File: config.mk
export PLATFORM = sky130hd
export DESIGN_NAME = memory_access_sequencer
export DESIGN_NICKNAME = d
export VERILOG_FILES = /design/src/inc/mas_pkg.sv /design/src/inc/mas_links.sv /design/src/rtl/channel_arbiter.sv /design/src/rtl/nibble_stager.sv /design/src/rtl/memory_access_sequencer.sv
export VERILOG_INCLUDE_DIRS = /design/src /design/src/inc
export SDC_FILE = /design/constraint.sdc
export NUM_CORES = 2
export LEC_CHECK = 0
export BUFFER_PORTS_ARGS = -buffer_cell sky130_fd_sc_hd__buf_2
export CAP_MARGIN = 30
export CORE_MARGIN = 2
export CORE_UTILIZATION = 25
export CTS_CLUSTER_DIAMETER = 80
export DETAILED_ROUTE_END_ITERATION = 8
export PLACE_DENSITY_LB_ADDON = 0.08
export SKIP_LAST_GASP = 1
export SYNTH_ARGS = -nofsm -noshare
export SYNTH_HDL_FRONTEND = slang
export SYNTH_SLANG_ARGS = --single-unit
File: constraint.sdc
create_clock -name pclk -period 8.86 [get_ports pclk]
set_input_delay 0 -clock pclk [delete_from_list [all_inputs] [get_ports pclk]]
set_output_delay 0 -clock pclk [all_outputs]
set_load 0.01 [all_outputs]
File: src/inc/mas_params.svh
// Constants of the memory access sequencer: offsets, field positions, timing.
// Included by every design file; definitions only.
`ifndef MAS_PARAMS_SVH
`define MAS_PARAMS_SVH

`define CLK_PERIOD_NS 5
`define MEM_CYCLE_NS 4000
`define MEM_CYCLE_CLKS ((`MEM_CYCLE_NS) / (`CLK_PERIOD_NS))

`define NUM_CH 13
`define NUM_CW 4
`define NIBS_PER_WORD 7

`define F_IND 24
`define F_SIGN 24
`define F_IX_HI 23
`define F_IX_LO 20
`define F_FS_HI 19
`define F_FS_LO 15
`define F_AR_HI 13
`define F_AR_LO 10
`define F_M_HI 9
`define F_WC_HI 26
`define F_WC_LO 15

`define OFF_CTRL 12'h000
`define OFF_STATUS 12'h004
`define OFF_COUNTER 12'h008
`define OFF_OPADDR 12'h00C
`define OFF_AR1 12'h010
`define OFF_AR2 12'h014
`define OFF_AR4 12'h018
`define OFF_AR8 12'h01C
`define OFF_INDEX_PAGE 6'h01
`define STATUS_OVF_BIT 4
`define CTRL_RST 5'h00

`endif

File: src/inc/mas_pkg.sv
// Types shared by the memory access sequencer and its helpers.
// No surroundings assumed.
package mas_pkg;
  typedef logic [26:0] word_t;
  typedef logic [14:0] addr_t;
  typedef enum logic [3:0] {
    ST_IDLE = 4'h1,
    ST_SETUP = 4'h2,
    ST_IND = 4'h4,
    ST_EXEC = 4'h8
  } cpu_state_t;
  typedef enum logic [4:0] {
    AC_NONE = 5'h01,
    AC_CPU = 5'h02,
    AC_CHRD = 5'h04,
    AC_CHCW = 5'h08,
    AC_CHWR = 5'h10
  } acc_t;
endpackage

File: src/inc/mas_links.sv
// Links between the sequencer and its arbiter and nibble stager.
// Assumes all parties share one clock.
`timescale 1ns/1ps
interface arb_if #(parameter int N = 13) ();
  localparam int IW = $clog2(N);
  logic [N-1:0] req;
  logic take;
  logic any;
  logic [IW-1:0] idx;
  modport arbiter (input req, input take, output any, output idx);
  modport user (output req, output take, input any, input idx);
endinterface

interface stage_if ();
  logic [3:0] nib_in;
  logic nib_in_valid;
  logic [26:0] wr_word;
  logic wr_full;
  logic wr_take;
  logic [26:0] rd_word;
  logic rd_load;
  logic [3:0] nib_out;
  logic nib_out_valid;
  modport stager (input nib_in, input nib_in_valid, output wr_word, output wr_full, input wr_take,
                  input rd_word, input rd_load, output nib_out, output nib_out_valid);
  modport user (output nib_in, output nib_in_valid, input wr_word, input wr_full, output wr_take,
                output rd_word, output rd_load, input nib_out, input nib_out_valid);
endinterface

File: src/rtl/channel_arbiter.sv
// Fixed-priority channel request latch; lowest index wins.
// Assumes requests are one-cycle pulses on the sequencer clock.
`timescale 1ns/1ps
`include "mas_params.svh"
module channel_arbiter #(
  parameter int NUM_CH = `NUM_CH
) (
  input wire logic pclk,
  input wire logic presetn,
  arb_if.arbiter a
);
  logic [NUM_CH-1:0] pending_q;
  logic [NUM_CH-1:0] grant_oh;

  always_comb begin
    grant_oh = '0;
    a.idx = '0;
    for (int i = NUM_CH - 1; i >= 0; i--) begin
      if (pending_q[i]) begin
        grant_oh = NUM_CH'(1) << i;
        a.idx = $bits(a.idx)'(i);
      end
    end
  end

  assign a.any = |pending_q;

  // New request wins over the clear of a grant
  always_ff @(posedge pclk or negedge presetn) begin
    if (!presetn) begin
      pending_q <= '0;
    end else begin
      pending_q <= (pending_q & ~(a.take ? grant_oh : '0)) | a.req;
    end
  end
endmodule

File: src/rtl/nibble_stager.sv
// Write staging word gathered from nibbles, output staging word sent as nibbles.
// Assumes least significant nibble first, one nibble per clock.
`timescale 1ns/1ps
`include "mas_params.svh"
module nibble_stager (
  input wire logic pclk,
  input wire logic presetn,
  stage_if.stager s
);
  logic [27:0] acc_q;
  logic [2:0] in_cnt_q;
  logic full_q;
  logic [27:0] out_q;
  logic [2:0] out_cnt_q;
  logic [3:0] nib_q;
  logic nib_valid_q;

  assign s.wr_word = acc_q[26:0];
  assign s.wr_full = full_q;
  assign s.nib_out = nib_q;
  assign s.nib_out_valid = nib_valid_q;

  always_ff @(posedge pclk or negedge presetn) begin
    if (!presetn) begin
      acc_q <= '0;
      in_cnt_q <= '0;
      full_q <= 1'b0;
    end else if (s.wr_take) begin
      in_cnt_q <= '0;
      full_q <= 1'b0;
    end else if (s.nib_in_valid && !full_q) begin
      acc_q <= {s.nib_in, acc_q[27:4]};
      in_cnt_q <= in_cnt_q + 3'h1;
      full_q <= (in_cnt_q == 3'(`NIBS_PER_WORD - 1));
    end
  end

  always_ff @(posedge pclk or negedge presetn) begin
    if (!presetn) begin
      out_q <= '0;
      out_cnt_q <= '0;
      nib_q <= '0;
      nib_valid_q <= 1'b0;
    end else if (s.rd_load) begin
      out_q <= {1'b0, s.rd_word};
      out_cnt_q <= 3'(`NIBS_PER_WORD);
      nib_valid_q <= 1'b0;
    end else if (out_cnt_q != 3'h0) begin
      nib_q <= out_q[3:0];
      out_q <= out_q >> 4;
      out_cnt_q <= out_cnt_q - 3'h1;
      nib_valid_q <= 1'b1;
    end else begin
      nib_valid_q <= 1'b0;
    end
  end
endmodule

File: src/rtl/memory_access_sequencer.sv
// Memory access sequencer: channel arbitration, set-up, indirect and execution cycles.
// Assumes core memory holds read data valid by the next memory cycle boundary.
//
// Function
// - Every memory write passes a write staging word gathered from nibbles.
// - Every channel data read leaves through nibble output staging; control word fetches load the tape control word register.
// - Granted tape channel with control words: count minus one, address plus one.
// - Empty control word count fetches the next control word via channel counter.
// - Each memory cycle grants the lowest-index pending channel, then clears it.
// - Processor addresses use memory only with no channel request pending.
// - Priority: fast tape, slow tape, general channels, operands, instructions.
// - Last execution cycle: counter plus one, two or branch target.
// - Set-up cycle latches the instruction word into the operand register.
// - Set-up forms indexed address into select and operand address registers.
// - Execution cycle moves the operand into the alerted arithmetic registers.
// - Multi-word operands decrement operand address; counter waits for last word.
// - Index plus ten-bit address, fifteen-bit result, carry dropped.
// - Index select zero means no indexing.
// - Bits 11 to 14 select arithmetic registers one, two, four, eight.
// - Lowest selected register takes the word at the effective address.
// - Least significant word sign goes into every involved register.
// - Carry past the top selected register sets overflow and contingency.
// - One extra memory cycle per operand word beyond the first.
// - Instruction bit 25 makes the address point to an indirect word.
// - Each indirect word costs a cycle; counter unchanged; repeats on bit 25.
// - Nonzero bits 16 to 20 mark a field select word.
// - A granted channel's counter is incremented through the adder unless its tape control word is stepped instead.
//
// The register offsets and the APB interface to the registers were left to the implementer.
`timescale 1ns/1ps
`include "mas_params.svh"
module memory_access_sequencer #(
  parameter int NUM_CH = `NUM_CH,
  parameter int NUM_CW = `NUM_CW,
  parameter int MEM_CYCLE_CLKS = `MEM_CYCLE_CLKS
) (
  input wire logic pclk,
  input wire logic presetn,
  input wire logic [11:0] paddr,
  input wire logic psel,
  input wire logic penable,
  input wire logic pwrite,
  input wire logic [31:0] pwdata,
  output logic [31:0] prdata,
  output logic pready,
  output logic pslverr,
  output mas_pkg::addr_t mem_addr,
  output logic mem_rd,
  output logic mem_wr,
  output mas_pkg::word_t mem_wdata,
  input wire mas_pkg::word_t mem_rdata,
  input wire logic [NUM_CH-1:0] chan_req,
  input wire logic [NUM_CH-1:0] chan_to_mem,
  input wire logic [3:0] nib_in,
  input wire logic nib_in_valid,
  output logic [3:0] nib_out,
  output logic nib_out_valid,
  output logic wr_stage_full,
  input wire logic exec_branch,
  input wire mas_pkg::addr_t exec_branch_addr,
  input wire logic exec_skip,
  input wire logic arith_carry_out,
  output logic overflow,
  output logic contingency
);
  import mas_pkg::*;

  localparam int CNTW = $clog2(MEM_CYCLE_CLKS);
  localparam int CWW = (NUM_CW > 1) ? $clog2(NUM_CW) : 1;
  localparam int IW = $clog2(NUM_CH);

  generate
    if (NUM_CW < 1 || NUM_CW > NUM_CH || NUM_CH > 16 || MEM_CYCLE_CLKS < 2) begin : g_bad
      $error("memory_access_sequencer: unsupported parameters");
    end
  endgenerate

  arb_if #(.N(NUM_CH)) arb ();
  stage_if stg ();

  logic [CNTW-1:0] cyc_q;
  logic tick;
  logic run_q;
  logic [NUM_CW-1:0] cw_en_q;
  logic overflow_q;
  logic contingency_q;
  cpu_state_t st_q;
  acc_t last_q;
  logic [IW-1:0] last_ch_q;
  addr_t memory_select_register_q;
  addr_t operand_address_register_q;
  addr_t instruction_counter_q;
  word_t central_operand_register_q;
  word_t arith_reg_q [4];
  addr_t index_reg_q [16];
  addr_t channel_address_counter_q [NUM_CH];
  word_t tape_control_word_register_q [NUM_CW];
  logic [3:0] rem_q;
  logic [3:0] sel_q;
  logic first_q;
  logic ls_sign_q;
  logic mem_rd_q;
  logic mem_wr_q;
  word_t mem_wdata_q;
  logic wr_take_q;
  logic rd_load_q;
  word_t rd_word_q;
  logic [31:0] prdata_q;
  logic pready_q;
  logic pslverr_q;

  word_t cpu_word;
  logic [3:0] ix;
  addr_t ix_val;
  addr_t ea_short;
  addr_t ea_long;
  logic is_fs;
  logic [3:0] low_ar;
  logic last_word;
  logic sign_all;
  logic [IW-1:0] g;
  logic [CWW-1:0] g_cw;
  logic cw_path;
  logic use_tcw;
  word_t tcw_cur;
  addr_t chan_addr;
  addr_t cc_next;
  logic apb_acc;
  logic apb_wr;
  logic dec_err;
  logic [31:0] rd_val;

  channel_arbiter #(.NUM_CH(NUM_CH)) u_arb (
    .pclk(pclk),
    .presetn(presetn),
    .a(arb)
  );

  nibble_stager u_stage (
    .pclk(pclk),
    .presetn(presetn),
    .s(stg)
  );

  assign arb.req = chan_req;
  assign arb.take = tick;
  assign stg.nib_in = nib_in;
  assign stg.nib_in_valid = nib_in_valid;
  assign stg.wr_take = wr_take_q;
  assign stg.rd_word = rd_word_q;
  assign stg.rd_load = rd_load_q;

  assign prdata = prdata_q;
  assign pready = pready_q;
  assign pslverr = pslverr_q;
  assign mem_addr = memory_select_register_q;
  assign mem_rd = mem_rd_q;
  assign mem_wr = mem_wr_q;
  assign mem_wdata = mem_wdata_q;
  assign nib_out = stg.nib_out;
  assign nib_out_valid = stg.nib_out_valid;
  assign wr_stage_full = stg.wr_full;
  assign overflow = overflow_q;
  assign contingency = contingency_q;

  // Memory cycle boundary
  assign tick = (cyc_q == CNTW'(MEM_CYCLE_CLKS - 1));

  always_ff @(posedge pclk or negedge presetn) begin
    if (!presetn) begin
      cyc_q <= '0;
    end else begin
      cyc_q <= tick ? '0 : cyc_q + CNTW'(1);
    end
  end

  always_comb begin
    cpu_word = (last_q == AC_CPU) ? mem_rdata : central_operand_register_q;
    ix = cpu_word[`F_IX_HI:`F_IX_LO];
    ix_val = (ix == 4'h0) ? '0 : index_reg_q[ix];
    ea_short = ix_val + addr_t'(cpu_word[`F_M_HI:0]);
    ea_long = ix_val + cpu_word[14:0];
    is_fs = (cpu_word[`F_FS_HI:`F_FS_LO] != 5'h0);
    low_ar = rem_q & (~rem_q + 4'h1);
    last_word = ((rem_q & (rem_q - 4'h1)) == 4'h0);
    sign_all = first_q ? cpu_word[`F_SIGN] : ls_sign_q;
    g = arb.idx;
    g_cw = CWW'(g);
    cw_path = (int'(g) < NUM_CW) && cw_en_q[g_cw];
    tcw_cur = tape_control_word_register_q[g_cw];
    use_tcw = cw_path && (tcw_cur[`F_WC_HI:`F_WC_LO] != 12'h0);
    chan_addr = channel_address_counter_q[g];
    cc_next = exec_branch ? exec_branch_addr : instruction_counter_q + (exec_skip ? 15'h2 : 15'h1);
  end

  // One source per memory cycle: channels first, then the processor
  always_ff @(posedge pclk or negedge presetn) begin
    if (!presetn) begin
      st_q <= ST_IDLE;
      last_q <= AC_NONE;
      last_ch_q <= '0;
      memory_select_register_q <= '0;
      operand_address_register_q <= '0;
      instruction_counter_q <= '0;
      central_operand_register_q <= '0;
      arith_reg_q <= '{default: '0};
      channel_address_counter_q <= '{default: '0};
      tape_control_word_register_q <= '{default: '0};
      rem_q <= '0;
      sel_q <= '0;
      first_q <= 1'b0;
      ls_sign_q <= 1'b0;
      mem_rd_q <= 1'b0;
      mem_wr_q <= 1'b0;
      mem_wdata_q <= '0;
      wr_take_q <= 1'b0;
      rd_load_q <= 1'b0;
      rd_word_q <= '0;
    end else begin
      mem_rd_q <= 1'b0;
      mem_wr_q <= 1'b0;
      wr_take_q <= 1'b0;
      rd_load_q <= 1'b0;
      if (apb_wr && paddr == `OFF_COUNTER) begin
        instruction_counter_q <= pwdata[14:0];
      end
      if (tick) begin
        if (last_q == AC_CPU) begin
          central_operand_register_q <= mem_rdata;
        end
        if (last_q == AC_CHCW) begin
          tape_control_word_register_q[CWW'(last_ch_q)] <= mem_rdata;
        end
        if (last_q == AC_CHRD) begin
          rd_word_q <= mem_rdata;
          rd_load_q <= 1'b1;
        end
        last_q <= AC_NONE;
        if (arb.any) begin
          last_ch_q <= g;
          if (use_tcw) begin
            memory_select_register_q <= tcw_cur[14:0] + 15'h1;
            tape_control_word_register_q[g_cw] <= {tcw_cur[`F_WC_HI:`F_WC_LO] - 12'h1, tcw_cur[14:0] + 15'h1};
          end else begin
            memory_select_register_q <= chan_addr + 15'h1;
            channel_address_counter_q[g] <= chan_addr + 15'h1;
          end
          if (cw_path && !use_tcw) begin
            mem_rd_q <= 1'b1;
            last_q <= AC_CHCW;
          end else if (chan_to_mem[g]) begin
            mem_wr_q <= 1'b1;
            mem_wdata_q <= stg.wr_word;
            wr_take_q <= 1'b1;
            last_q <= AC_CHWR;
          end else begin
            mem_rd_q <= 1'b1;
            last_q <= AC_CHRD;
          end
        end else if (run_q) begin
          mem_rd_q <= 1'b1;
          last_q <= AC_CPU;
          unique case (st_q)
            ST_IDLE: begin
              memory_select_register_q <= instruction_counter_q;
              st_q <= ST_SETUP;
            end
            ST_SETUP: begin
              memory_select_register_q <= ea_short;
              operand_address_register_q <= ea_short;
              rem_q <= cpu_word[`F_AR_HI:`F_AR_LO];
              sel_q <= cpu_word[`F_AR_HI:`F_AR_LO];
              first_q <= 1'b1;
              st_q <= cpu_word[`F_IND] ? ST_IND : ST_EXEC;
            end
            ST_IND: begin
              memory_select_register_q <= is_fs ? ea_short : ea_long;
              operand_address_register_q <= is_fs ? ea_short : ea_long;
              st_q <= (!is_fs && cpu_word[`F_IND]) ? ST_IND : ST_EXEC;
            end
            ST_EXEC: begin
              for (int k = 0; k < 4; k++) begin
                if (low_ar[k]) begin
                  arith_reg_q[k] <= cpu_word;
                end
              end
              if (first_q) begin
                ls_sign_q <= cpu_word[`F_SIGN];
              end
              first_q <= 1'b0;
              rem_q <= rem_q & ~low_ar;
              if (!last_word) begin
                memory_select_register_q <= operand_address_register_q - 15'h1;
                operand_address_register_q <= operand_address_register_q - 15'h1;
              end else begin
                memory_select_register_q <= cc_next;
                instruction_counter_q <= cc_next;
                st_q <= ST_SETUP;
                for (int k = 0; k < 4; k++) begin
                  if (sel_q[k]) begin
                    arith_reg_q[k][`F_SIGN] <= sign_all;
                  end
                end
              end
            end
            default: st_q <= ST_IDLE;
          endcase
        end
      end
    end
  end

  // Overflow is sticky until software writes one to its status bit
  always_ff @(posedge pclk or negedge presetn) begin
    if (!presetn) begin
      overflow_q <= 1'b0;
      contingency_q <= 1'b0;
    end else begin
      overflow_q <= (overflow_q & ~(apb_wr && paddr == `OFF_STATUS && pwdata[`STATUS_OVF_BIT]))
                    | arith_carry_out;
      contingency_q <= arith_carry_out;
    end
  end

  // Register bus
  assign apb_acc = psel && penable;
  assign apb_wr = apb_acc && pready_q && pwrite && !pslverr_q;

  always_comb begin
    rd_val = '0;
    dec_err = 1'b0;
    if (paddr[11:6] == `OFF_INDEX_PAGE && paddr[1:0] == 2'b00) begin
      rd_val = 32'(index_reg_q[paddr[5:2]]);
    end else begin
      case (paddr)
        `OFF_CTRL: rd_val = 32'({cw_en_q, run_q});
        `OFF_STATUS: rd_val = 32'({stg.wr_full, overflow_q, st_q});
        `OFF_COUNTER: rd_val = 32'(instruction_counter_q);
        `OFF_OPADDR: rd_val = 32'(operand_address_register_q);
        `OFF_AR1: rd_val = 32'(arith_reg_q[0]);
        `OFF_AR2: rd_val = 32'(arith_reg_q[1]);
        `OFF_AR4: rd_val = 32'(arith_reg_q[2]);
        `OFF_AR8: rd_val = 32'(arith_reg_q[3]);
        default: dec_err = 1'b1;
      endcase
    end
  end

  always_ff @(posedge pclk or negedge presetn) begin
    if (!presetn) begin
      pready_q <= 1'b0;
      prdata_q <= '0;
      pslverr_q <= 1'b0;
    end else begin
      pready_q <= apb_acc && !pready_q;
      if (apb_acc && !pready_q) begin
        prdata_q <= pwrite ? '0 : rd_val;
        pslverr_q <= dec_err;
      end
    end
  end

  always_ff @(posedge pclk or negedge presetn) begin
    if (!presetn) begin
      {cw_en_q, run_q} <= (NUM_CW + 1)'(`CTRL_RST);
    end else if (apb_wr && paddr == `OFF_CTRL) begin
      {cw_en_q, run_q} <= pwdata[NUM_CW:0];
    end
  end

  // Entry zero is never written and reads as no indexing
  always_ff @(posedge pclk or negedge presetn) begin
    if (!presetn) begin
      index_reg_q <= '{default: '0};
    end else if (apb_wr && paddr[11:6] == `OFF_INDEX_PAGE && paddr[5:2] != 4'h0) begin
      index_reg_q[paddr[5:2]] <= pwdata[14:0];
    end
  end
endmodule

==> impl_results.md <==
* Outcome: finished clean
* Switching share of power at about 24%
* Tot Pwr at ~10 mW
* 1st-iter DRT viols at between 2k and 3k
* Area contributors post-synth: dfrtp_1, mux2_2, nand2_1, a21oi_1, mux4_2
* Logic pwr share at slightly above 4%
* DR WL/cell at between 20 and 30 um
* Post-Synthesis Cells at about 4.7k
* Dpl cells at slightly above 7k
* Share of cells above drive strength 1 at a little over a fifth
* Die Span X at approximately 440 um
* H-tree Lvls at 3
* Register area share after synthesis at about 49%
* Synth unique cells at 110
* Top cell by count, worst path: buf_4
* CTS tree: done
* Leakage at between 20 and 25 nW
* Final worst path period share at 85.58%
* Finished Layout Cells at ~7.5k
* Pin count of the biggest net entering global routing at 143
* DRT Pass-1 Iters at 6
* Seq pwr share at 43.8%
* Post-route ant nets at 0
* Tot GR Track Use at 20.83%
* Worst skew pair latency at between 700 and 800 ps
* Hpwl dp at between 100 and 150 mm
* Synth Warn # at 0
* Crit end category: register
* CTS Buffer Depth at 3
* Area growth, synth to finish at 20.40%
* Critical Path AT at about 8200 ps
* Most frequent cell after synthesis: dfrtp_1
* Clock transition at path regs at 60 ps
* I/O pin count at 211
* Register bit total from synthesis at around 900
* Internal at 7.576 mW
* Worst Tran Pin Value at around 1100 ps
* Fmax at around 0.13 GHz
* Full die area at just under 200,000 um2
* Crit-path cells: nor4b_2 > buf_4 > a21oi_1 > nor2_4 > buf_4 > nand2_1 > nand3_1 > nand3_1 > a311oi_1 > ha_1 > a2111oi_0 > nand2b_1 > a21oi_1 > xor2_1 > nor2_1 > a2111oi_0 > buf_4 > a2bb2oi_1 > o21ai_1
* Crit-path max FO at 25
* PortBufs at approximately 190
* Final Max Tran Viols at 0
* Final Critical Period at around 7600 ps
* First-pass GRT wire length at about 300 mm
* Final TNS setup at 0 ps
* RSZ-0062 raised after global routing: false
* Die Span Y at 439.1 um
* CP startpoint kind: register
* Grt total ovfl at 0
* CP max stage delay at around 840 ps
* Core area at between 150,000 and 200,000 um2
* # rows at ~160
* Sw Pwr at 2.400 mW
* Final Wtd Congestion at 0.8413
* Vias post-DR at between 30k and 40k
* Clock power frac at ~52%
* Top FF cell, synth: dfrtp_1
* CTS sink count at about 930
* DRC at 0
* Initial core utilization at between 20% and 30%
* Mean Syn Cell Area at ~10 um2
* WS Path Type: register to register
* Max VDD drop at between 0.15 and 0.2 mV
* Num CTS Buffers at between 100 and 150
* Cells resized by post-CTS repair at 0
* Post-synth EDFFs at 0
* Vias in the first global route at between 30k and 40k
* CTS Hold Bufs at roughly 120
* Post-layout nets at ~5.1k
* Post-synth top area share at between 40% and 50%
* Post-CTS setup repair buffer count at 0
* Final hold vios at 0
* Max-capacitance violation count at 0
* Clock skew at 44.82 ps
* Slew headroom at a little over a quarter
* Commonest cells post-synth: dfrtp_1, nand2_1, nor2_1, mux2_2, a21oi_1
* Hold Crit Class: input port to register
* Worst path required time at 9500 ps
* Power Dens Cells at ~180 nW/um2
* CTS root buf: clkbuf_16
* Post-synth ARST share at between 90% and 100%
* Critical Path Slowest Stage Cell: nor4b_2
* Number of vias per cell at 5.065
* Final wirelength at slightly above 200 mm
* Antenna violations before repair at 15
* Final setup fails at 0
* Yosys top cell by area: dfrtp_1
* Synthesized area at 47,330 um2
==> registers in the layout (all words and copies together) (netlist names), 5 cells and up <==
name and cells:
index_reg_q 240, u_stage.out_q 27, cyc_q 10, operand_address_register_q 15, tape_control_word_register_q 108, prdata 27, mem_addr 15, u_stage.acc_q 28
channel_address_counter_q 195, mem_wdata 27, rd_word_q 27, instruction_counter_q 15, u_arb.pending_q 13, arith_reg_q 108, last_q 5, central_operand_register_q 27
==> stage by stage <==
step	hold WS, ps	instance area (um2)	setup slack [ps]	utilization (%)
after CTS	0.8732	56920	1362	30.28
after detailed placement	81.04	51580	1389	27.44
after global placement	112.4	51330	1459	27.30
after floorplan	-295.6	47340	3816	-
final	46.57	56980	1278	30.31
after global routing	48.10	56980	817.3	30.31
==> routing by layer <==
layer | part of all wire, % | vias to the layer above | track usage [%]
li1 | - | 17384 | -
met1 | 45 | 19575 | 28.27
met2 | 48 | 855 | 34.98
met3 | 3.6 | 245 | 2.319
met4 | 2.9 | 4 | 5.737
met5 | 0.011 | - | 0
==> path summary, 6_finish.rpt <==
kind / startpoint / endpoint / slack [ps] / depth (start not counted)
min in group asynchronous: presetn / channel_address_counter_q[60]$_DFFE_PN0P_ / 500 / 4
max: last_q[2]$_DFFE_PN0N_ / mem_addr[10]$_DFFE_PN0P_ / 1280 / 19
max reg2reg: last_q[2]$_DFFE_PN0N_ / mem_addr[10]$_DFFE_PN0P_ / 1280 / 19
min reg2reg: index_reg_q[231]$_DFFE_PN0P_ / index_reg_q[231]$_DFFE_PN0P_ / 370 / 0
min: chan_to_mem[12] / last_q[2]$_DFFE_PN0N_ / 50 / 5
max in group asynchronous: presetn / tape_control_word_register_q[63]$_DFFE_PN0N_ / 6650 / 5
==> worst max-delay path, delay by kind of cell, from the launching register on <==
kind / cells / cell delay [ps]
xor gates and xnor gates: 1 / 200
buffers and inverters: 3 / 1050
DFF: 1 / 420
adders and majority gates: 1 / 400
and+or+nand+nor: 7 / 2080
AOI/OAI and AO/OA: 7 / 3250
==> power groups by stage <==
stage          clock network, mW  logic (mW)  registers [mW]
2_1_floorplan                  0       0.164            4.42
3_5_place_dp                   0       0.387            4.45
4_1_cts                     5.37       0.430            4.37
3_3_place_gp                   0       0.387            4.45
5_1_grt                     5.53       0.458            4.38
6_report                    5.19       0.414            4.37
==> cells by family (layout without fill, tap and decap cells) <==
family / Yosys count / after routing / synth area share (%)
compound gates: 1129 / 1129 / 15.04
fa+ha+maj: 28 / 28 / 0.7667
flops: 927 / 927 / 49.02
simple gates: 1495 / 1495 / 14.14
mux: 592 / 592 / 15.56
other cells: 1 / 8 / 0.007923
buf+inv: 426 / 753 / 3.788
xor+xnor: 88 / 88 / 1.684
==> final cells by class <==
cell class                 instances  area [um2]
tap                             2495        3122
multi-input combinational       3337       22660
timing repair buffer             470        3621
sequential                       927       23200
fill                           19594      131000
clock buffer                     168        3433
antenna                            3       7.507
inverter                          62       232.7
clock inverter                    53       710.7
==> cell usage in the layout, fill, tap and decap left out, drive strengths merged, types with 117 or more instances in the layout <==
master         n
a21oi        356
buf          353
clkbuf       168
dfrtp        925
dlygate4sd3  117
mux2         379
mux2i        136
nand2        644
nand3        181
nor2         407
o21ai        291
Power figures use the tool's default switching activity.
